`src/hdl/rx_chsel_defines.vh`:
```
// register map, field positions and constants of the receive channel selector
`ifndef RX_CHSEL_DEFINES_VH
`define RX_CHSEL_DEFINES_VH

// register byte offsets (apb, one aligned word each)
`define RCS_OFF_DATA 8'h00
`define RCS_OFF_MCTL 8'h04
`define RCS_OFF_STAT 8'h08
`define RCS_OFF_EN_BASE 4'h1

// multichannel_control field positions
`define RCS_MCTL_MODE_BIT 0
`define RCS_MCTL_BLK_LO 2
`define RCS_MCTL_BLK_HI 4
`define RCS_MCTL_PA_LO 5
`define RCS_MCTL_PA_HI 6
`define RCS_MCTL_PB_LO 7
`define RCS_MCTL_PB_HI 8
`define RCS_MCTL_PMODE_BIT 9

// status field positions
`define RCS_STAT_READY_BIT 0
`define RCS_STAT_OVR_BIT 1

// reset values and sizes
`define RCS_EN_RESET 32'h00000000
`define RCS_NUM_CH 128
`define RCS_LAST_CH 7'h7F
`define RCS_WORD_BITS 16
`define RCS_FIFO_DEPTH 4

`endif

```
`src/hdl/rx_pin_sync.v`:
```
// two flip-flop synchroniser for a group of slow asynchronous pins
`timescale 1ns/100ps
`default_nettype none

module rx_pin_sync #(
  parameter WIDTH = 3
) (
  input wire sys_clk,
  input wire reset_n,
  input wire [WIDTH-1:0] async_in,
  output wire [WIDTH-1:0] sync_out
);

  reg [WIDTH-1:0] meta_r;
  reg [WIDTH-1:0] stable_r;

  // first stage feeds only the second stage
  always @(posedge sys_clk) begin
    if (!reset_n) begin
      meta_r <= {WIDTH{1'b0}};
      stable_r <= {WIDTH{1'b0}};
    end else begin
      meta_r <= async_in;
      stable_r <= meta_r;
    end
  end

  assign sync_out = stable_r;

endmodule
`default_nettype wire

```
`src/hdl/rx_word_fifo.v`:
```
// small valid/ready word fifo between the deserialiser and the bus
`timescale 1ns/100ps
`default_nettype none

module rx_word_fifo #(
  parameter WIDTH = 16,
  parameter DEPTH = 4,
  parameter AW = 2
) (
  input wire sys_clk,
  input wire reset_n,
  input wire in_valid,
  output wire in_ready,
  input wire [WIDTH-1:0] in_data,
  output wire out_valid,
  input wire out_ready,
  output wire [WIDTH-1:0] out_data
);

  localparam integer DEPTH_N = DEPTH;
  localparam [AW:0] FULL_CNT = DEPTH_N[AW:0];

  reg [WIDTH-1:0] mem_r [0:DEPTH-1];
  reg [AW-1:0] wr_ptr_r;
  reg [AW-1:0] rd_ptr_r;
  reg [AW:0] count_r;
  wire push;
  wire pop;

  // full and empty come straight from the occupancy count
  assign in_ready = (count_r != FULL_CNT);
  assign out_valid = (count_r != {(AW+1){1'b0}});
  assign out_data = mem_r[rd_ptr_r];
  assign push = in_valid & in_ready;
  assign pop = out_valid & out_ready;

  // pointers wrap naturally; depth must be a power of two
  always @(posedge sys_clk) begin
    if (!reset_n) begin
      wr_ptr_r <= {AW{1'b0}};
      rd_ptr_r <= {AW{1'b0}};
      count_r <= {(AW+1){1'b0}};
    end else begin
      if (push) begin
        wr_ptr_r <= wr_ptr_r + 1'b1;
      end
      if (pop) begin
        rd_ptr_r <= rd_ptr_r + 1'b1;
      end
      if (push && !pop) begin
        count_r <= count_r + 1'b1;
      end else if (pop && !push) begin
        count_r <= count_r - 1'b1;
      end
    end
  end

  // storage needs no reset
  always @(posedge sys_clk) begin
    if (push) begin
      mem_r[wr_ptr_r] <= in_data;
    end
  end

endmodule
`default_nettype wire

```
`src/hdl/rx_multichannel_channel_select.v`:
```
// receive deserialiser with multichannel selection and apb registers
// Notes on behaviour
// - current block codes 4 to 7 mean blocks 4 to 7, sixteen channels each.
// - current block is read-only bits 4:2 of control, live; 0-3 blocks 0-3.
// - selection mode 0 accepts all 128 channels, enables ignored.
// - selection mode 1 accepts only channels whose enable bit is set.
// - two-partition mode uses only the first enable register, 32 channels.
// - eight-partition mode uses all four enable registers, 128 channels.
// - partition mode matters only while selection mode is on.
// - two-partition: bits 0-15 partition A block, 16-31 partition B block.
// - partition A block from its field, partition B block from its own.
// - eight-partition: first register covers fixed channels 0 to 31.
// - enable bit 0 disables, 1 enables its channel under selection mode.
// - all enable register bits read/write, zero after reset.
// - register n bit k controls channel 32n+k in 128-channel mode.
// - partition A field picks even blocks, partition B field odd blocks.
//
// The implementer's own choices: the register addresses and the APB register port.
`timescale 1ns/100ps
`default_nettype none
`include "rx_chsel_defines.vh"

module rx_multichannel_channel_select #(
  parameter WORD_BITS = `RCS_WORD_BITS,
  parameter FIFO_DEPTH = `RCS_FIFO_DEPTH,
  parameter FIFO_AW = 2
) (
  input wire sys_clk,
  input wire reset_n,
  input wire psel,
  input wire penable,
  input wire pwrite,
  input wire [7:0] paddr,
  input wire [31:0] pwdata,
  output reg [31:0] prdata,
  output reg pready,
  output reg pslverr,
  input wire rx_clk_pin,
  input wire rx_frame_sync_pin,
  input wire rx_data_pin,
  output wire [2:0] rx_current_block
);

  // word length is a parameter; the bit counter is six bits, but 32-bit prdata limits it to <= 32
  localparam integer LAST_BIT_I = WORD_BITS - 1;
  localparam [5:0] LAST_BIT = LAST_BIT_I[5:0];

  // pins after the synchroniser
  wire [2:0] pins_sync;
  wire rx_clk_s;
  wire rx_fs_s;
  wire rx_data_s;

  // link edge detection and framing state
  reg rx_clk_d_r;
  reg in_frame_r;
  reg [5:0] bit_cnt_r;
  reg [6:0] chan_r;
  reg [WORD_BITS-1:0] shift_r;
  reg word_done_r;
  reg [WORD_BITS-1:0] word_r;
  reg [6:0] word_ch_r;
  wire rx_rise;
  wire [WORD_BITS-1:0] shift_nxt;

  // software-visible control state
  reg rx_channel_select_mode_r;
  reg rx_partition_mode_r;
  reg [1:0] rx_partition_a_block_r;
  reg [1:0] rx_partition_b_block_r;
  reg [127:0] receive_channel_enable_r;
  reg overrun_r;

  // bus decode
  wire setup_done;
  wire access_done;
  wire wr_en;
  wire rd_pop;
  wire en_hit;
  wire [6:0] en_lsb;
  reg [31:0] rdata_nxt;
  reg mapped_nxt;

  // fifo hookup
  wire fifo_in_valid;
  wire fifo_in_ready;
  wire fifo_out_valid;
  wire [WORD_BITS-1:0] fifo_out_data;
  wire word_accept;
  wire overrun_set;

  // decides whether a received channel is kept
  function chan_accept;
    input [6:0] ch;
    input sel_mode;
    input part_mode;
    input [1:0] pa_blk;
    input [1:0] pb_blk;
    input [127:0] en;
    begin
      if (!sel_mode) begin
        chan_accept = 1'b1;
      end else if (part_mode) begin
        chan_accept = en[ch];
      end else if (ch[6:4] == {pa_blk, 1'b0}) begin
        chan_accept = en[{3'b000, ch[3:0]}];
      end else if (ch[6:4] == {pb_blk, 1'b1}) begin
        chan_accept = en[{3'b001, ch[3:0]}];
      end else begin
        chan_accept = 1'b0;
      end
    end
  endfunction

  // true for every offset that answers without an error
  function addr_mapped;
    input [7:0] a;
    begin
      addr_mapped = (a[1:0] == 2'b00) &&
                    ((a == `RCS_OFF_DATA) || (a == `RCS_OFF_MCTL) ||
                     (a == `RCS_OFF_STAT) ||
                     (a[7:4] == `RCS_OFF_EN_BASE));
    end
  endfunction

  // link pins cross into the system clock here
  rx_pin_sync #(
    .WIDTH(3)
  ) u_pin_sync (
    .sys_clk(sys_clk),
    .reset_n(reset_n),
    .async_in({rx_clk_pin, rx_frame_sync_pin, rx_data_pin}),
    .sync_out(pins_sync)
  );

  assign rx_clk_s = pins_sync[2];
  assign rx_fs_s = pins_sync[1];
  assign rx_data_s = pins_sync[0];

  // data and sync are sampled on the link clock rising edge
  assign rx_rise = rx_clk_s & ~rx_clk_d_r;
  assign shift_nxt = {shift_r[WORD_BITS-2:0], rx_data_s};

  // the block indicator is the live channel counter's top bits
  assign rx_current_block = chan_r[6:4];

  // frame sync restarts the channel count; its edge carries bit 0
  always @(posedge sys_clk) begin
    if (!reset_n) begin
      rx_clk_d_r <= 1'b0;
      in_frame_r <= 1'b0;
      bit_cnt_r <= 6'h00;
      chan_r <= 7'h00;
      shift_r <= {WORD_BITS{1'b0}};
      word_done_r <= 1'b0;
      word_r <= {WORD_BITS{1'b0}};
      word_ch_r <= 7'h00;
    end else begin
      rx_clk_d_r <= rx_clk_s;
      word_done_r <= 1'b0;
      // a sync inside a frame restarts it; the partial word is dropped
      if (rx_rise && rx_fs_s) begin
        in_frame_r <= 1'b1;
        bit_cnt_r <= 6'h01;
        chan_r <= 7'h00;
        shift_r <= shift_nxt;
      end else if (rx_rise && in_frame_r) begin
        shift_r <= shift_nxt;
        if (bit_cnt_r == LAST_BIT) begin
          bit_cnt_r <= 6'h00;
          word_done_r <= 1'b1;
          word_r <= shift_nxt;
          word_ch_r <= chan_r;
          // frame closes after the last of the 128 channels
          if (chan_r == `RCS_LAST_CH) begin
            in_frame_r <= 1'b0;
            chan_r <= 7'h00;
          end else begin
            chan_r <= chan_r + 7'h01;
          end
        end else begin
          bit_cnt_r <= bit_cnt_r + 6'h01;
        end
      end
    end
  end

  // words from disabled channels never reach the fifo
  // enables are read as the word completes, so a change made mid-channel
  // applies from the next completed word on
  assign word_accept = chan_accept(word_ch_r, rx_channel_select_mode_r,
                                   rx_partition_mode_r,
                                   rx_partition_a_block_r,
                                   rx_partition_b_block_r,
                                   receive_channel_enable_r);
  assign fifo_in_valid = word_done_r & word_accept;
  // a full fifo loses the word and flags it, only for kept channels
  assign overrun_set = fifo_in_valid & ~fifo_in_ready;

  rx_word_fifo #(
    .WIDTH(WORD_BITS),
    .DEPTH(FIFO_DEPTH),
    .AW(FIFO_AW)
  ) u_word_fifo (
    .sys_clk(sys_clk),
    .reset_n(reset_n),
    .in_valid(fifo_in_valid),
    .in_ready(fifo_in_ready),
    .in_data(word_r),
    .out_valid(fifo_out_valid),
    .out_ready(rd_pop),
    .out_data(fifo_out_data)
  );

  // apb: one wait state, answer registered at the end of it
  assign setup_done = psel & penable & ~pready;
  assign access_done = psel & penable & pready;
  assign wr_en = access_done & pwrite & addr_mapped(paddr);
  // the pop shares the edge that captures prdata, so a word that lands
  // during the wait state stays queued instead of being popped unread
  assign rd_pop = setup_done & ~pwrite & (paddr == `RCS_OFF_DATA) &
                  fifo_out_valid;
  assign en_hit = (paddr[7:4] == `RCS_OFF_EN_BASE) && (paddr[1:0] == 2'b00);
  assign en_lsb = {paddr[3:2], 5'b00000};

  // read mux; unmapped offsets read zero and raise pslverr
  // an empty fifo reads zero rather than a stale word
  always @* begin
    rdata_nxt = 32'h00000000;
    mapped_nxt = addr_mapped(paddr);
    if (paddr == `RCS_OFF_DATA) begin
      rdata_nxt[WORD_BITS-1:0] = fifo_out_data;
      if (!fifo_out_valid) begin
        rdata_nxt = 32'h00000000;
      end
    end else if (paddr == `RCS_OFF_MCTL) begin
      rdata_nxt[`RCS_MCTL_MODE_BIT] = rx_channel_select_mode_r;
      rdata_nxt[`RCS_MCTL_BLK_HI:`RCS_MCTL_BLK_LO] = chan_r[6:4];
      rdata_nxt[`RCS_MCTL_PA_HI:`RCS_MCTL_PA_LO] = rx_partition_a_block_r;
      rdata_nxt[`RCS_MCTL_PB_HI:`RCS_MCTL_PB_LO] = rx_partition_b_block_r;
      rdata_nxt[`RCS_MCTL_PMODE_BIT] = rx_partition_mode_r;
    end else if (paddr == `RCS_OFF_STAT) begin
      rdata_nxt[`RCS_STAT_READY_BIT] = fifo_out_valid;
      rdata_nxt[`RCS_STAT_OVR_BIT] = overrun_r;
    end else if (en_hit) begin
      rdata_nxt = receive_channel_enable_r[en_lsb +: 32];
    end
  end

  // bus answer flops; the top's bus outputs prdata, pready and pslverr all come from here
  // writes return zero on prdata; pslverr only pulses with pready
  always @(posedge sys_clk) begin
    if (!reset_n) begin
      pready <= 1'b0;
      pslverr <= 1'b0;
      prdata <= 32'h00000000;
    end else begin
      pready <= setup_done;
      pslverr <= setup_done & ~mapped_nxt;
      if (setup_done) begin
        prdata <= pwrite ? 32'h00000000 : rdata_nxt;
      end
    end
  end

  // control register writes; block indicator bits are read-only
  always @(posedge sys_clk) begin
    if (!reset_n) begin
      rx_channel_select_mode_r <= 1'b0;
      rx_partition_mode_r <= 1'b0;
      rx_partition_a_block_r <= 2'b00;
      rx_partition_b_block_r <= 2'b00;
    end else if (wr_en && (paddr == `RCS_OFF_MCTL)) begin
      rx_channel_select_mode_r <= pwdata[`RCS_MCTL_MODE_BIT];
      rx_partition_mode_r <= pwdata[`RCS_MCTL_PMODE_BIT];
      rx_partition_a_block_r <= pwdata[`RCS_MCTL_PA_HI:`RCS_MCTL_PA_LO];
      rx_partition_b_block_r <= pwdata[`RCS_MCTL_PB_HI:`RCS_MCTL_PB_LO];
    end
  end

  // four enable words packed so bit 32n+k is channel 32n+k
  always @(posedge sys_clk) begin
    if (!reset_n) begin
      receive_channel_enable_r <= {4{`RCS_EN_RESET}};
    end else if (wr_en && en_hit) begin
      receive_channel_enable_r[en_lsb +: 32] <= pwdata;
    end
  end

  // overrun is write-one-to-clear; a new overrun beats the clear
  // sticky until cleared, so a burst of lost words reads as one event
  always @(posedge sys_clk) begin
    if (!reset_n) begin
      overrun_r <= 1'b0;
    end else if (overrun_set) begin
      overrun_r <= 1'b1;
    end else if (wr_en && (paddr == `RCS_OFF_STAT) &&
                 pwdata[`RCS_STAT_OVR_BIT]) begin
      overrun_r <= 1'b0;
    end
  end

endmodule
`default_nettype wire

```
`config.mk`:
```
export PLATFORM = sky130hd
export DESIGN_NAME = rx_multichannel_channel_select
export DESIGN_NICKNAME = d
export VERILOG_FILES = /design/src/hdl/rx_pin_sync.v /design/src/hdl/rx_word_fifo.v /design/src/hdl/rx_multichannel_channel_select.v
export VERILOG_INCLUDE_DIRS = /design/src /design/src/hdl
export SDC_FILE = /design/constraint.sdc
export NUM_CORES = 1
export LEC_CHECK = 0
export ABC_AREA = 1
export ABC_CLOCK_PERIOD_IN_PS = 3100
export BUFFER_PORTS_ARGS = -buffer_cell sky130_fd_sc_hd__buf_4
export CORE_MARGIN = 2
export CORE_UTILIZATION = 55
export DETAILED_ROUTE_END_ITERATION = 10
export PLACE_DENSITY = 0.76
export SLEW_MARGIN = 30
export SYNTH_ARGS = -nofsm -noshare
export SYNTH_HDL_FRONTEND = slang
export SYNTH_SLANG_ARGS = --single-unit
export TNS_END_PERCENT = 20
```
`constraint.sdc`:
```
create_clock -name sys_clk -period 3.1 [get_ports sys_clk]
set_clock_uncertainty 0.05 [all_clocks]
set_input_delay 0.62 -clock sys_clk [delete_from_list [all_inputs] [get_ports sys_clk]]
set_output_delay 0.62 -clock sys_clk [all_outputs]
set_load 0.01 [all_outputs]
```
Yosys cells after proc, flatten, opt, wreduce, memory -nomap -nowiden. Memory sizes are Yosys's and may differ from the RTL's. A register that Yosys moved wholly into a read port is not among the register bits. Cells that the tools add are included. W data, S select, Z words.

Register bits after elaboration: 236. RAM bits: 64. Input bits: 48. Output and inout port bits: 37. Memories: 1.

Memories: u_word_fifo.mem_r (depth 4, bits a word 16, rd ports 1, clocked after memory_dff 1, wr ports 1, RTL line rx_word_fifo.v:23) `reg [WIDTH-1:0] mem_r [0:DEPTH-1];`.

Add/subtract/negate cells: 7. Order comparisons: 3. Equality and inequality tests: 8. Shift-type cells: 3. Multiplexer cells: 40. Bitwise operators: 22. Reductions and logical operators: 28.

Operators by type and width (count): $bwmux W128 (1); $shift A32 B9 Y128 const A (1); $shiftx A128 B8 Y32 (1); $shiftx A32 B9 Y128 (1); $mux W32 (3); $mux W15 (2); $mux W30 (1); $mux W22 (1); $mux W1 (20); $mux W16 (1); $and A1 B1 Y1 (14); $logic_and A1 B1 Y1 (10); $reduce_bool A2 Y1 (5); $neg A7 Y9 (1); $bmux W1 S4 (2); $eq A8 B3 Y1 const B (1); $eq A8 B4 Y1 const B (1); $logic_not A8 Y1 (1); $lt A4 B8 Y1 const B (1); $lt A5 B8 Y1 const B (1); $lt A7 B8 Y1 const B (1); $mux W8 (1); $not A1 Y1 (8); $add A7 B1 Y7 const B (1); 22 further kinds (31).

Longest topological paths before layout. Gate-level depths: netlist (run 1).

Depth in word-level cells: 12. Depth in mapped cells: 24. Mapped depth without buffers: 22.

By module. Synthesis (run 1) repeated with hierarchy kept, for this count alone.

Cell total of the unflattened synthesis: 1916. Area total of the unflattened synthesis: 14325.0 sq um.

By module, submodules not included: rx_multichannel_channel_select (instances 1, cells an instance 1676, area each 11312.1 sq um, sequential area each 4464.3 sq um); rx_word_fifo (instances 1, cells an instance 222, area each 2847.7 sq um, sequential area each 2102.0 sq um); rx_pin_sync (instances 1, cells an instance 18, area each 165.2 sq um, sequential area each 120.1 sq um).

Worst setup path before layout (run 1). OpenSTA, ideal clock, no wires.

Path kind: input to register. Start point: in paddr[3]. End point: reg u_word_fifo.count_r[1]. Setup time: 120 ps. Arrival: 2997 ps. Data required time: 2930 ps. Slack: -68 ps. Cell stages on the path: 14. Path buffers: 2. Cells stage by stage: clkbuf_1 inv_1 buf_1 ha_1 inv_1 nor3_4 inv_1 nor2_1 nand2_1 ha_1 inv_1 fa_1 o21ai_0 a21oi_1.

Word-level cells in the longest chain between the ends: 7. Elaborated cells on any way between the ends: 9. Those cells by class: 1 x mux; 3 x bitwise; 5 x reduce/logical.

Ends and longest elaborated chain: start, declared (RTL line rx_multichannel_channel_select.v:33) `input wire [7:0] paddr,`; $logic_not A8 Y1 (no source line) *; $and A1 B1 Y1 * (2 in a row) (RTL line rx_multichannel_channel_select.v:221) `` assign rd_pop = setup_done & ~pwrite & (paddr == `RCS_OFF_DATA) & ``; $and A1 B1 Y1 * (RTL line rx_word_fifo.v:35) `assign pop = out_valid & out_ready;`; $logic_not A1 Y1 (RTL line rx_word_fifo.v:50) `if (push && !pop) begin`; $logic_and A1 B1 Y1 (RTL line rx_word_fifo.v:50); $mux W3 or $reduce_bool A2 Y1 (tied branches); end signal, assigned (RTL line rx_word_fifo.v:42) `count_r <= {(AW+1){1'b0}};`; end signal, assigned (RTL line rx_word_fifo.v:51) `count_r <= count_r + 1'b1;`; end signal, assigned (RTL line rx_word_fifo.v:53) `count_r <= count_r - 1'b1;`; end, declared (RTL line rx_word_fifo.v:26) `reg [AW:0] count_r;`.

Every way passes the cells marked *; elsewhere a longest branch is shown, timed or not. A chain may end at the register's enable or synchronous reset.

Final worst setup path (run 1).
Start point: reg word_ch_r[0]. End point: reg u_word_fifo.count_r[2].

Word-level cells in the longest chain between the ends: 11. Elaborated cells on any way between the ends: 17. Those cells by class: 11 x mux; 2 x bitwise; 4 x reduce/logical.

Ends and longest elaborated chain: start, declared (RTL line rx_multichannel_channel_select.v:62) `reg [6:0] word_ch_r;`; start signal, assigned (RTL line rx_multichannel_channel_select.v:173) `word_ch_r <= chan_r;`; parallel branches: the longest is 4 deep, another holds $bmux W1 S7; $mux W1 * (RTL line rx_multichannel_channel_select.v:103) `end else if (part_mode) begin`; $mux W1 * (RTL line rx_multichannel_channel_select.v:101) `if (!sel_mode) begin`; $and A1 B1 Y1 * (RTL line rx_multichannel_channel_select.v:196) `assign fifo_in_valid = word_done_r & word_accept;`; $and A1 B1 Y1 * (RTL line rx_word_fifo.v:34) `assign push = in_valid & in_ready;`; named net u_word_fifo.push (RTL line rx_word_fifo.v:27) `wire push;`; $logic_not A1 Y1 (RTL line rx_word_fifo.v:52) `end else if (pop && !push) begin`; $logic_and A1 B1 Y1 (RTL line rx_word_fifo.v:52); $reduce_bool A2 Y1 (no source line).

Mark *: on every way through the listed nets, which the timed path passes. The select of a mux whose other input is x is not followed.

==> summary.md, run 1 <==
| Metric | Value |
|---|---|
| P_leak | 6.30 nW |
| Post-Synth Simple-Gate Area | about a fifth |
| Slew @ Worst Pin | roughly 0.8 ns |
| TritonRoute pass-1 iters | 6 |
| Gpl congestion | roughly 0.92 |
| CTS sink count | 302 |
| Final setup fails | 0 |
| Post-synthesis adder-cell area fraction | 1.18% |
| Skew-Pair Late Insertion Delay | 0.56 ns |
| Cts bufs inserted | 31 |
| Min-Delay Path Class | input port to flop |
| Largest net degree at the start of global routing | 130 |
| Sequential fraction of the synthesis area | 46.5% |
| Arr. time, crit path | 3.30 ns |
| Slew Limit Fails | 0 |
| Setup WS pre-CTS | 0.228 ns |
| # IOs | 85 |
| Cell area after synthesis | 14400 um^2 |
| RSZ-0062 raised after global routing | no |
| Total number of vias | roughly 14k |
| Max-cap violation count | 0 |
| DRC | 0 |
| Hold_buf cts | 0 |
| Critical path class | flop to flop |
| Post-Synth XOR/XNOR Area | 0.426% |
| Period utilization | 92.3% |
| Reg clk slew, reported paths | 0.06 ns |
| Leading cell type in the layout, fill and taps excluded | nand2_1 |
| Post-synth EDFFs | 64 |
| Antenna Nets Post-Route | 0 |
| Die Area | 27500 um^2 |
| H-tree depth | 1 |
| CTS tree | yes |
| Compound-gate portion of the synthesized area | ~22% |
| Post-synthesis mux area share | 0% |
| Syn_nets | 2023 |
| DR vias/cell | 5.84 |
| Fin. Hold Viols | 0 |
| Layout cells sized above 1 | between 10% and 20% |
| Filler Cell Count | 2255 |
| Total power | 8.29 mW |
| Row count | 59 |
| Syn Inst Count | 1962 |
| Max Buffers Root-to-Sink | 3 |
| Worst slew margin | 45.1% |
| Drt total wl | 42.0 mm |
| Outcome | completed |
| Async S/R FF share, synth | 0% |
| Total gr overflow | 0 |
| Setup_tns | 0 ns |
| Setup ws final | 0.239 ns |
| Area grow syn2layout | 13.9% |
| Fmax | 350 MHz |
| DRT iter0 DRCs | 1891 |
| CTS root buf | clkbuf_16 |
| WL/cell | 17.9 um |
| First-pass GRT wire length | 66.8 mm |
| N_diodes | 0 |
| Hpwl dp | 27.4 mm |
| Highest-count cells in the layout ignoring fill and taps | 265 x nand2_1, 242 x o21ai_0, 241 x a21oi_1 |
| Final Critical Period | 2.86 ns |
| Synth warnings | 0 |
| Power density over cell area | 506 nW/um^2 |
| Die Height | around 170 um |
| Max IR drop VDD | 0.000418 V |
| GR Util All Layers | 29.5% |
| Worst-path fanout max | 31 |
| Nets@finish | 2053 |
| Syn Area/Cell | 7.33 um^2 |
| Initial antenna violation count | 0 |
| PortBufs | 84 |
| Synth Flop Type | dfxtp_1 |
| Crit end category | flop |
| Synthesized flop and latch total | 302 |
| Die W | 166 um |
| CP Data Required Time | 3.54 ns |
| Initial Utilization | 55.7% |
| Largest family of logic cells by synthesized area | compound AO/OA/AOI/OAI gates |
| Vias in the first global route | 12.8k |
| Core ar. | 25800 um^2 |
| Synth cell types | 44 |
| CP startpoint kind | flop |
-- critical path: stages, from the launching register on --
cell	delay (ns)
dfxtp_4	0.41
inv_6	0.09
buf_12	0.17
nand2_1	0.06
nand3_1	0.06
nand3_1	0.08
nand3_1	0.09
nand2_1	0.10
nand2_1	0.07
nand2_1	0.08
nand2_1	0.04
nand3_1	0.06
nand3_1	0.09
nand2_2	0.15
nand3_4	0.11
inv_1	0.08
ha_1	0.13
inv_1	0.07
fa_2	0.39
nor2_1	0.09
nor2_1	0.04
nand2_1	0.07
o21ai_0	0.07
a21oi_1	0.12
-- repair_timing --
action                     4_1_cts  5_1_grt
setup endpoints to repair        0        1
setup buffers                    0        2
resized for setup                0        4
-- worst paths after layout --
path | startpoint | to | slack (ns) | cells after the start
setup / recovery | word_ch_r[0]$_SDFFE_PN0P_ | u_word_fifo.count_r[2]$_SDFFE_PN0P_ | 0.24 | 23
hold / removal | rx_frame_sync_pin | u_pin_sync.meta_r[1]$_SDFF_PN0_ | 0.19 | 3
setup reg to reg | word_ch_r[0]$_SDFFE_PN0P_ | u_word_fifo.count_r[2]$_SDFFE_PN0P_ | 0.24 | 23
hold reg to reg | u_pin_sync.meta_r[1]$_SDFF_PN0_ | u_pin_sync.sync_out[1]$_SDFF_PN0_ | 0.36 | 2
-- final cells by class --
| cell class | instances | area, um^2 | share of cell area, % |
|---|---|---|---|
| flip-flops and latches | 302 | 6690 | 40.8 |
| multi-input cells | 1279 | 6190 | 37.8 |
| repair buffers | 140 | 1160 | 7.05 |
| inverters | 238 | 898 | 5.48 |
| clock buffers | 37 | 808 | 4.93 |
| well taps | 335 | 419 | 2.56 |
| clock inverters | 20 | 229 | 1.40 |
-- metal layers --
metal / part of all wire (%) / GRT usage [%] / up-vias
li1: - / - / 6580
met1: 42 / 40.5 / 6369
met2: 46 / 47.8 / 668
met3: 9.4 / 4.74 / 102
met4: 3.1 / 10.1 / 0
met5: 0 / 0 / -
-- synth_stat cells (all sizes together) (3+ instances only) --
master  number  area share (%)
clkinv       6            0.16
ha          12             1.0
nand4        4            0.17
buf         40             1.7
nor2       219             5.8
a31oi       32             1.4
o22ai       12            0.52
a211oi      33             1.7
o221ai       3            0.18
nand3      174             6.1
clkbuf     103             2.7
nor3         7            0.32
xor2         5            0.30
edfxtp      64              13
o21ai      246             8.6
nand2      271             7.1
dfxtp      238              33
a21oi      241             8.4
inv        232             6.1
-- metrics by stage --
stage                     cells  hold slack, ns  utilization [%]  instance area (um^2)
after CTS                  2348           0.188             63.2                 16300
after global routing       2351           0.204             63.4                 16400
after floorplan            1962           0.340                -                 14400
final                      2351           0.190             63.4                 16400
after detailed placement   2291           0.347             59.2                 15300
after global placement     2291           0.347             59.2                 15300
-- flip-flops by register name, indices dropped and copies added (netlist names), 2 cells and up, named ones only --
signal / count
bit_cnt_r: 6
u_word_fifo.wr_ptr_r: 2
rx_partition_b_block_r: 2
receive_channel_enable_r: 128
word_r: 16
u_pin_sync.sync_out: 3
prdata: 32
u_pin_sync.meta_r: 3
word_ch_r: 7
chan_r: 7
u_word_fifo.rd_ptr_r: 2
u_word_fifo.mem_r: 64
rx_partition_a_block_r: 2
u_word_fifo.count_r: 3
shift_r: 15
-- where the power goes --
| part | switching (mW) | total, mW | internal [mW] |
|---|---|---|---|
| registers | 0.00457 | 4.01 | 4.00 |
| clock network | 1.56 | 3.83 | 2.27 |
| logic | 0.321 | 0.453 | 0.132 |
| total | 1.88 | 8.29 | 6.40 |
-- logic make-up after synthesis --
| kind of cell | after synthesis |
|---|---|
| buffers and inverters | 381 |
| AO/OA/AOI/OAI | 581 |
| adder cells (fa/ha/maj) | 13 |
| AND/OR/NAND/NOR | 678 |
| XOR/XNOR | 7 |
| flip-flops | 302 |
Note: power is estimated with default switching activity, not from simulation.
==> run 2, diff against run 1 <==
--- a/config.mk
+++ b/config.mk
@@ -9,10 +9,12 @@
 export ABC_AREA = 1
 export ABC_CLOCK_PERIOD_IN_PS = 3100
 export BUFFER_PORTS_ARGS = -buffer_cell sky130_fd_sc_hd__buf_4
+export CELL_PAD_IN_SITES_DETAIL_PLACEMENT = 0
+export CELL_PAD_IN_SITES_GLOBAL_PLACEMENT = 2
 export CORE_MARGIN = 2
-export CORE_UTILIZATION = 55
+export CORE_UTILIZATION = 32
 export DETAILED_ROUTE_END_ITERATION = 10
-export PLACE_DENSITY = 0.76
+export PLACE_DENSITY_LB_ADDON = 0.1
 export SLEW_MARGIN = 30
 export SYNTH_ARGS = -nofsm -noshare
 export SYNTH_HDL_FRONTEND = slang
==> run 2 against run 1 <==
Effect of this change:
- non-clock buffer count rose by 1
- first-iteration DRC count fell by 49%
- combinational power rose by 5.5%
- maximum frequency fell by 0.66%
- largest cell class unchanged
- critical path depth did not move
- register-to-register slack got worse by 0.02 ns
- via count fell by 4.0%
- global-route usage fell by 7.6 points
==> summary.md, run 2 (same netlist as run 1, synthesis figures left out) <==
| Metric | Value |
|---|---|
| TritonRoute pass-1 iters | 5 |
| Sequential Power Share | 44.4% |
| N_diodes | 0 |
| Worst slew margin | 42.2% |
| Initial antenna violation count | 0 |
| Skew-Pair Late Insertion Delay | 0.57 ns |
| Layout cells sized above 1 | a little over a tenth |
| Cts bufs inserted | 37 |
| Worst path top cell family by delay | simple AND/OR/NAND/NOR gates |
| Initial Utilization | 32.5% |
| Slowest CP cell | fa_1 |
| Most used cell, CP | nand2_1 |
| Die Area | 46700 um^2 |
| CP peak stage delay | 0.44 ns |
| Finished Layout Cells | 2618 |
| Max IR drop VDD | slightly below 0.0003 V |
| Total number of vias | 13.2k |
| Fmax | 347 MHz |
| Outcome | completed |
| Biggest regs | receive_channel_enable_r: 128 flops, u_word_fifo.mem_r: 64 flops, prdata: 32 flops |
| Period utilization | 92.9% |
| CP startpoint kind | flop |
| Largest net degree at the start of global routing | 131 |
| Die Height | 216 um |
| Antenna Nets Post-Route | 0 |
| Max-cap violation count | 0 |
| Reg clk slew, reported paths | roughly 0.06 ns |
| Worst path bufs/invs | 4 |
| Area of the multi-input gates | 6180 um^2 |
| Worst-path fanout max | 15 |
| PortBufs | 84 |
| Slew @ Worst Pin | 0.867 ns |
| DRC | 0 |
| Setup WS pre-CTS | 0.173 ns |
| # IOs | between 80 and 90 |
| Arr. time, crit path | ~3.3 ns |
| Fin. Hold Viols | 0 |
| Area grow syn2layout | 18.2% |
| Max Buffers Root-to-Sink | 3 |
| H-tree depth | 2 |
| Final Critical Period | 2.88 ns |
| Nets@finish | 2060 |
| Comb power frac | about 5.3% |
| CTS tree | yes |
| Min-Delay Path Class | input port to flop |
| Internal power | 6.85 mW |
| Critical path class | flop to flop |
| WL/cell | 19.6 um |
| Clock group share of total power | 50.3% |
| Hpwl dp | between 30 and 40 mm |
| DRT iter0 DRCs | 962 |
| Crit end category | flop |
| Row count | 77 |
| Filler Cell Count | 4763 |
| Design Area, Final | 17000 um^2 |
| Gpl congestion | a little under 0.8 |
| Setup ws final | between 0.2 and 0.25 ns |
| RSZ-0062 raised after global routing | yes |
| FF+latch area | 6690 um^2 |
| Die W | 216 um |
| Number of flip-flops in the largest register | 128 |
| Placed cell areas | 15700 um^2 |
| DR vias/cell | 5.03 |
| Switching portion of total power | 24.0% |
| Core ar. | ~44000 um^2 |
| Vias in the first global route | approximately 13k |
| Final core utilization | 38.4% |
| Leading cell type in the layout, fill and taps excluded | nand2_1 |
| First-pass GRT wire length | 78.7 mm |
| Total gr overflow | 0 |
| GR Util All Layers | 22.0% |
| P_leak | 6.45 nW |
| Power density over cell area | 530 nW/um^2 |
| Slew Limit Fails | 0 |
| CTS root buf | clkbuf_16 |
| Highest-count cells in the layout ignoring fill and taps | 266 x nand2_1, 242 x o21ai_0, 241 x a21oi_1 |
| CP Data Required Time | 3.55 ns |
| Post-CTS setup buffer count | 0 |
| Most flop-heavy register | receive_channel_enable_r |
| Worst path cell trace | inv_4, buf_12, nand2_1, nand3_1, nand3_1, nand3_1, nand2_1, nand2_1, nand2_1, nand2_1, nand3_1, nand3_1, nand2_2, nand3_4, inv_1, ha_1, inv_1, fa_1, nor2_1, nor2_1, nand2_1, o21ai_0, a21oi_1 |
| Hold WS | 0.191 ns |
| Final setup fails | 0 |
| Psw | roughly 2.2 mW |
| DP Cell Count | 2552 |
| CTS sink count | 302 |
| Drt total wl | slightly above 50 mm |
run 2: cell types whose count changed in the layout (fill, tap and decap cells not counted), moves of 4 or more:
cell,previous run,this run
buf_4,132,126
buf_12,7,14
clkbuf_8,1,5
clkbuf_16,32,38
clkinv_2,10,6
run 2: per-stage QoR:
| step | power [mW] | TNS (ns) |
|---|---|---|
| after floorplan | 4.34 | 0 |
| after global placement | 4.58 | 0 |
| after detailed placement | 4.57 | 0 |
| after CTS | 9.15 | 0 |
| after global routing | 9.34 | -0.106 |
| final | 9.02 | 0 |
run 2: power groups by stage:
stage / Clock, mW / Sequential (mW) / Combinational (mW)
3_5_place_dp: 0 / 4.10 / 0.479
4_1_cts: 4.66 / 4.01 / 0.481
6_report: 4.53 / 4.01 / 0.478
2_1_floorplan: 0 / 4.09 / 0.249
5_1_grt: 4.81 / 4.01 / 0.523
3_3_place_gp: 0 / 4.10 / 0.480
run 2: timing repair:
action | in CTS | in global routing
resized for setup | 0 | 3
setup endpoints to repair | 0 | 3
endpoints found under the hold margin | 0 | 0
hold buffers | 0 | 0
run 2: worst paths after layout:
kind         slack [ns]  cells after the start                                  end                       startpoint
max                0.22                     23  u_word_fifo.count_r[2]$_SDFFE_PN0P_        word_ch_r[0]$_SDFFE_PN0P_
min                0.19                      3      u_pin_sync.meta_r[1]$_SDFF_PN0_                rx_frame_sync_pin
max reg2reg        0.22                     23  u_word_fifo.count_r[2]$_SDFFE_PN0P_        word_ch_r[0]$_SDFFE_PN0P_
min reg2reg        0.36                      2    u_pin_sync.sync_out[1]$_SDFF_PN0_  u_pin_sync.meta_r[1]$_SDFF_PN0_
run 2: final cells by class:
cell class / instances / share of cell area [%]
sequential: 302 / 39.3
multi-input combinational: 1279 / 36.4
timing repair buffer: 141 / 7.28
clock buffer: 50 / 6.15
inverter: 238 / 5.29
tap: 592 / 4.36
clock inverter: 16 / 1.24
run 2: worst reg2reg max path: cells and delay by family, from the launching register on:
family	cells	cell delay, ns
and+or+nand+nor	15	1.27
adders and majority gates	2	0.57
AOI/OAI and AO/OA	2	0.20
buffers and inverters	4	0.34
DFF	1	0.40
run 2: routing by layer:
| metal | wire (um) | vias up | GRT usage [%] |
|---|---|---|---|
| met5 | 0 | - | 0 |
| met4 | 1040 | 0 | 6.23 |
| met3 | 2230 | 57 | 3.19 |
| met2 | 23800 | 263 | 35.8 |
| met1 | 24200 | 6224 | 30.2 |
| li1 | - | 6621 | - |
==> run 3, diff against run 2 <==
--- a/config.mk
+++ b/config.mk
@@ -18,5 +18,6 @@
 export SLEW_MARGIN = 30
 export SYNTH_ARGS = -nofsm -noshare
 export SYNTH_HDL_FRONTEND = slang
+export SYNTH_HIERARCHICAL = 1
 export SYNTH_SLANG_ARGS = --single-unit
 export TNS_END_PERCENT = 20
==> run 3 against run 2 <==
Effect of this change:
- final area up 2.4%
- core utilization up 1.0 points
- maximum frequency down 4.7%
- cell count down 0.53%
- combinational power down 1%
- hold slack better by 0.0075 ns
- global-route usage down 0.14 points
- die area down 0.43%
- synthesized area down 0.43%
- sequential power about the same
- power up 1.3%
- critical path type unchanged
- largest cell class unchanged
==> summary.md, run 3 <==
| Metric | Value |
|---|---|
| Area grow syn2layout | 21.6% |
| Power density over cell area | around 520 nW/um^2 |
| Die Height | 216 um |
| Syn_nets | around 2k |
| Worst R2R Setup Slack | 0.08 ns |
| CP Data Required Time | 3.50 ns |
| Setup crit start | word_ch_r[0]$_SDFFE_PN0P_ |
| CTS root buf | clkbuf_16 |
| Setup_tns | 0 ns |
| Row count | 77 |
| Max IR drop VDD | about 0.00029 V |
| Crit end category | flop |
| Switching portion of total power | around a quarter |
| First-pass GRT wire length | just under 80 mm |
| Cell area after synthesis | between 10000 and 15000 um^2 |
| GR Util All Layers | 21.8% |
| Highest-count cells in the layout ignoring fill and taps | 295 x nand2_1, 248 x a21oi_1, 236 x dfxtp_1 |
| Vias in the first global route | 12.6k |
| Internal power | approximately 7.0 mW |
| Reg-to-Reg End | u_word_fifo/count_r[2]$_SDFFE_PN0P_ |
| Antenna Nets Post-Route | 0 |
| CP startpoint kind | flop |
| Critical path class | flop to flop |
| Initial Utilization | 32.4% |
| Syn Area/Cell | 7.48 um^2 |
| Top cells by count, synth | 309 x nand2_1, 248 x a21oi_1, 238 x dfxtp_1 |
| Die W | 216 um |
| Most used cell, CP | nand2_1 |
| RR Startpoint | word_ch_r[0]$_SDFFE_PN0P_ |
| Core ar. | 44200 um^2 |
| Hold WS | 0.198 ns |
| Largest cells by area after synthesis | dfxtp_1 33%, edfxtp_1 13%, a21oi_1 8.7% |
| Area of the multi-input gates | 6310 um^2 |
| Async S/R FF share, synth | 0% |
| Arr. time, crit path | 3.42 ns |
| Cell accounting for the most synthesized area | dfxtp_1 |
| P_leak | 6.29 nW |
| CP endpoint | u_word_fifo/count_r[2]$_SDFFE_PN0P_ |
| Die Area | 46500 um^2 |
| FF+latch area | between 6000 and 7000 um^2 |
| CP peak stage delay | 0.40 ns |
| Fin. Hold Viols | 0 |
| Gpl congestion | 0.817 |
| Nets@finish | 2041 |
| Initial antenna violation count | 0 |
| Slew Limit Fails | 0 |
| Final Critical Period | 3.02 ns |
| Total number of vias | 13.2k |
| CTS tree | yes |
| Psw | 2.16 mW |
| DRT iter0 DRCs | 911 |
| Fmax | 331 MHz |
| Worst slew margin | 41.9% |
| Final setup fails | 0 |
| Min-Delay Path Class | input port to flop |
| H-tree depth | 2 |
| Synth warnings | 6 |
| WL/cell | approximately 20 um |
| Worst-path fanout max | 10 |
| Period utilization | between 90% and 100% |
| Slew @ Worst Pin | 0.871 ns |
| RSZ-0062 raised after global routing | yes |
| Synth cell types | 40 |
| Total gr overflow | 0 |
| Hpwl dp | 33.9 mm |
| Largest net degree at the start of global routing | 115 |
| Synth Flop Type | dfxtp_1 |
| Comb power frac | between 5 and 6% |
| PortBufs | 84 |
| Sequential Power Share | about 44% |
| Max Buffers Root-to-Sink | 3 |
| Sequential fraction of the synthesis area | a little under half |
| Drt total wl | 51.4 mm |
| Most frequent cell after synthesis | nand2_1 |
| Area share of the largest cell type after synthesis | 33.3% |
| Max-cap violation count | 0 |
| Layout cells sized above 1 | ~15% |
| Synthesized flop and latch total | 302 |
| Cts bufs inserted | 38 |
| Most flop-heavy register | receive_channel_enable_r |
| Reg clk slew, reported paths | approximately 0.060 ns |
| Leading cell type in the layout, fill and taps excluded | nand2_1 |
| Number of flip-flops in the largest register | 128 |
| # IOs | 85 |
| Slowest CP cell | dfxtp_4 |
| DRC | 0 |
| TritonRoute pass-1 iters | 5 |
| Outcome | completed |
| DR vias/cell | 5.08 |
| R2R depth | 25 |
| Biggest regs | receive_channel_enable_r: 128 flops, u_word_fifo/mem_r: 64 flops, prdata: 32 flops |
| Post-synth EDFFs | 64 |
| Syn Inst Count | 1916 |
| Skew-Pair Late Insertion Delay | 0.56 ns |
| Filler Cell Count | 4592 |
| Clock group share of total power | 51.0% |
| CTS sink count | 302 |
-- run 3: changes by cell type after synthesis, sizes merged, moves of 7 or more --
| cell | before | now |
|---|---|---|
| nand3 | 174 | 191 |
| a21oi | 241 | 248 |
| clkbuf | 103 | 86 |
| o211ai | 1 | 14 |
| buf | 40 | 56 |
| a211oi | 33 | 65 |
| nand2 | 271 | 313 |
| inv | 232 | 218 |
| nor2 | 219 | 132 |
| o21ai | 246 | 201 |
-- run 3: routing by layer --
metal,track usage (%),vias to the layer above,routed length (um)
li1,-,6612,-
met1,31.2,6265,25000
met2,33.3,282,22600
met3,3.48,81,2220
met4,7.52,0,1540
met5,0,-,0
-- run 3: how the worst min path moves through the flow --
stage          slack (ns)                             from                                end  depth (start not counted)
2_1_floorplan        0.34  u_pin_sync/meta_r[0]$_SDFF_PN0_  u_pin_sync/sync_out[0]$_SDFF_PN0_                          2
3_3_place_gp         0.35  u_pin_sync/meta_r[0]$_SDFF_PN0_  u_pin_sync/sync_out[0]$_SDFF_PN0_                          2
3_5_place_dp         0.36  u_pin_sync/meta_r[1]$_SDFF_PN0_  u_pin_sync/sync_out[1]$_SDFF_PN0_                          2
4_1_cts              0.17                       rx_clk_pin    u_pin_sync/meta_r[2]$_SDFF_PN0_                          3
5_1_grt              0.19                      rx_data_pin    u_pin_sync/meta_r[0]$_SDFF_PN0_                          3
6_report             0.20                       rx_clk_pin    u_pin_sync/meta_r[2]$_SDFF_PN0_                          3
-- run 3: cells by family after synthesis --
group,Yosys count,synth area share (%)
AO/OA/AOI/OAI,582,22.2
XOR/XNOR,4,0.245
adder cells (fa/ha/maj),12,1.10
buffers and inverters,363,10.2
flip-flops,302,46.7
AND/OR/NAND/NOR,653,19.6
-- run 3: worst max-delay path: cells and delay by family, from the launching register on --
kind / cells / cell delay, ns
buffers and inverters: 7 / 0.67
flip-flops: 1 / 0.40
AND/OR/NAND/NOR: 15 / 1.10
AO/OA/AOI/OAI: 1 / 0.18
adder cells (fa/ha/maj): 2 / 0.50
-- run 3: stage by stage --
| stage | worst slack [ns] | utilization (%) | total power [mW] | cells | cell area (um^2) |
|---|---|---|---|---|---|
| after floorplan | 0.0618 | - | 4.33 | 1916 | 14300 |
| after global placement | -0.0568 | 35.7 | 4.57 | 2522 | 15800 |
| after detailed placement | -0.0455 | 35.7 | 4.57 | 2522 | 15800 |
| after CTS | 0.00590 | 38.7 | 9.27 | 2592 | 17100 |
| after global routing | -0.0750 | 39.4 | 9.46 | 2603 | 17400 |
| final | 0.0786 | 39.4 | 9.13 | 2604 | 17400 |
-- run 3: what timing repair did --
action,4_1_cts,5_1_grt
endpoints found under the setup margin,1,14
gates cloned,0,5
resized for setup,3,46
hold buffers,0,0
pin swaps,0,13
buffers inserted,0,6
-- run 3: layout make-up --
cell class                      count  area share, %
Clock inverter                     10          0.725
Sequential cell                   302           38.4
Multi-Input combinational cell   1251           36.2
Tap cell                          592           4.25
Inverter                          221           4.84
Clock buffer                       60           6.92
Antenna cell                        1         0.0144
Timing Repair Buffer              167           8.63
-- run 3: power by group through the flow --
| stage | clock, mW | combinational [mW] | sequential [mW] |
|---|---|---|---|
| 4_1_cts | 4.79 | 0.476 | 4.00 |
| 5_1_grt | 4.94 | 0.516 | 4.00 |
| 3_5_place_dp | 0 | 0.475 | 4.09 |
| 6_report | 4.66 | 0.473 | 4.00 |
| 3_3_place_gp | 0 | 0.477 | 4.09 |
| 2_1_floorplan | 0 | 0.236 | 4.09 |
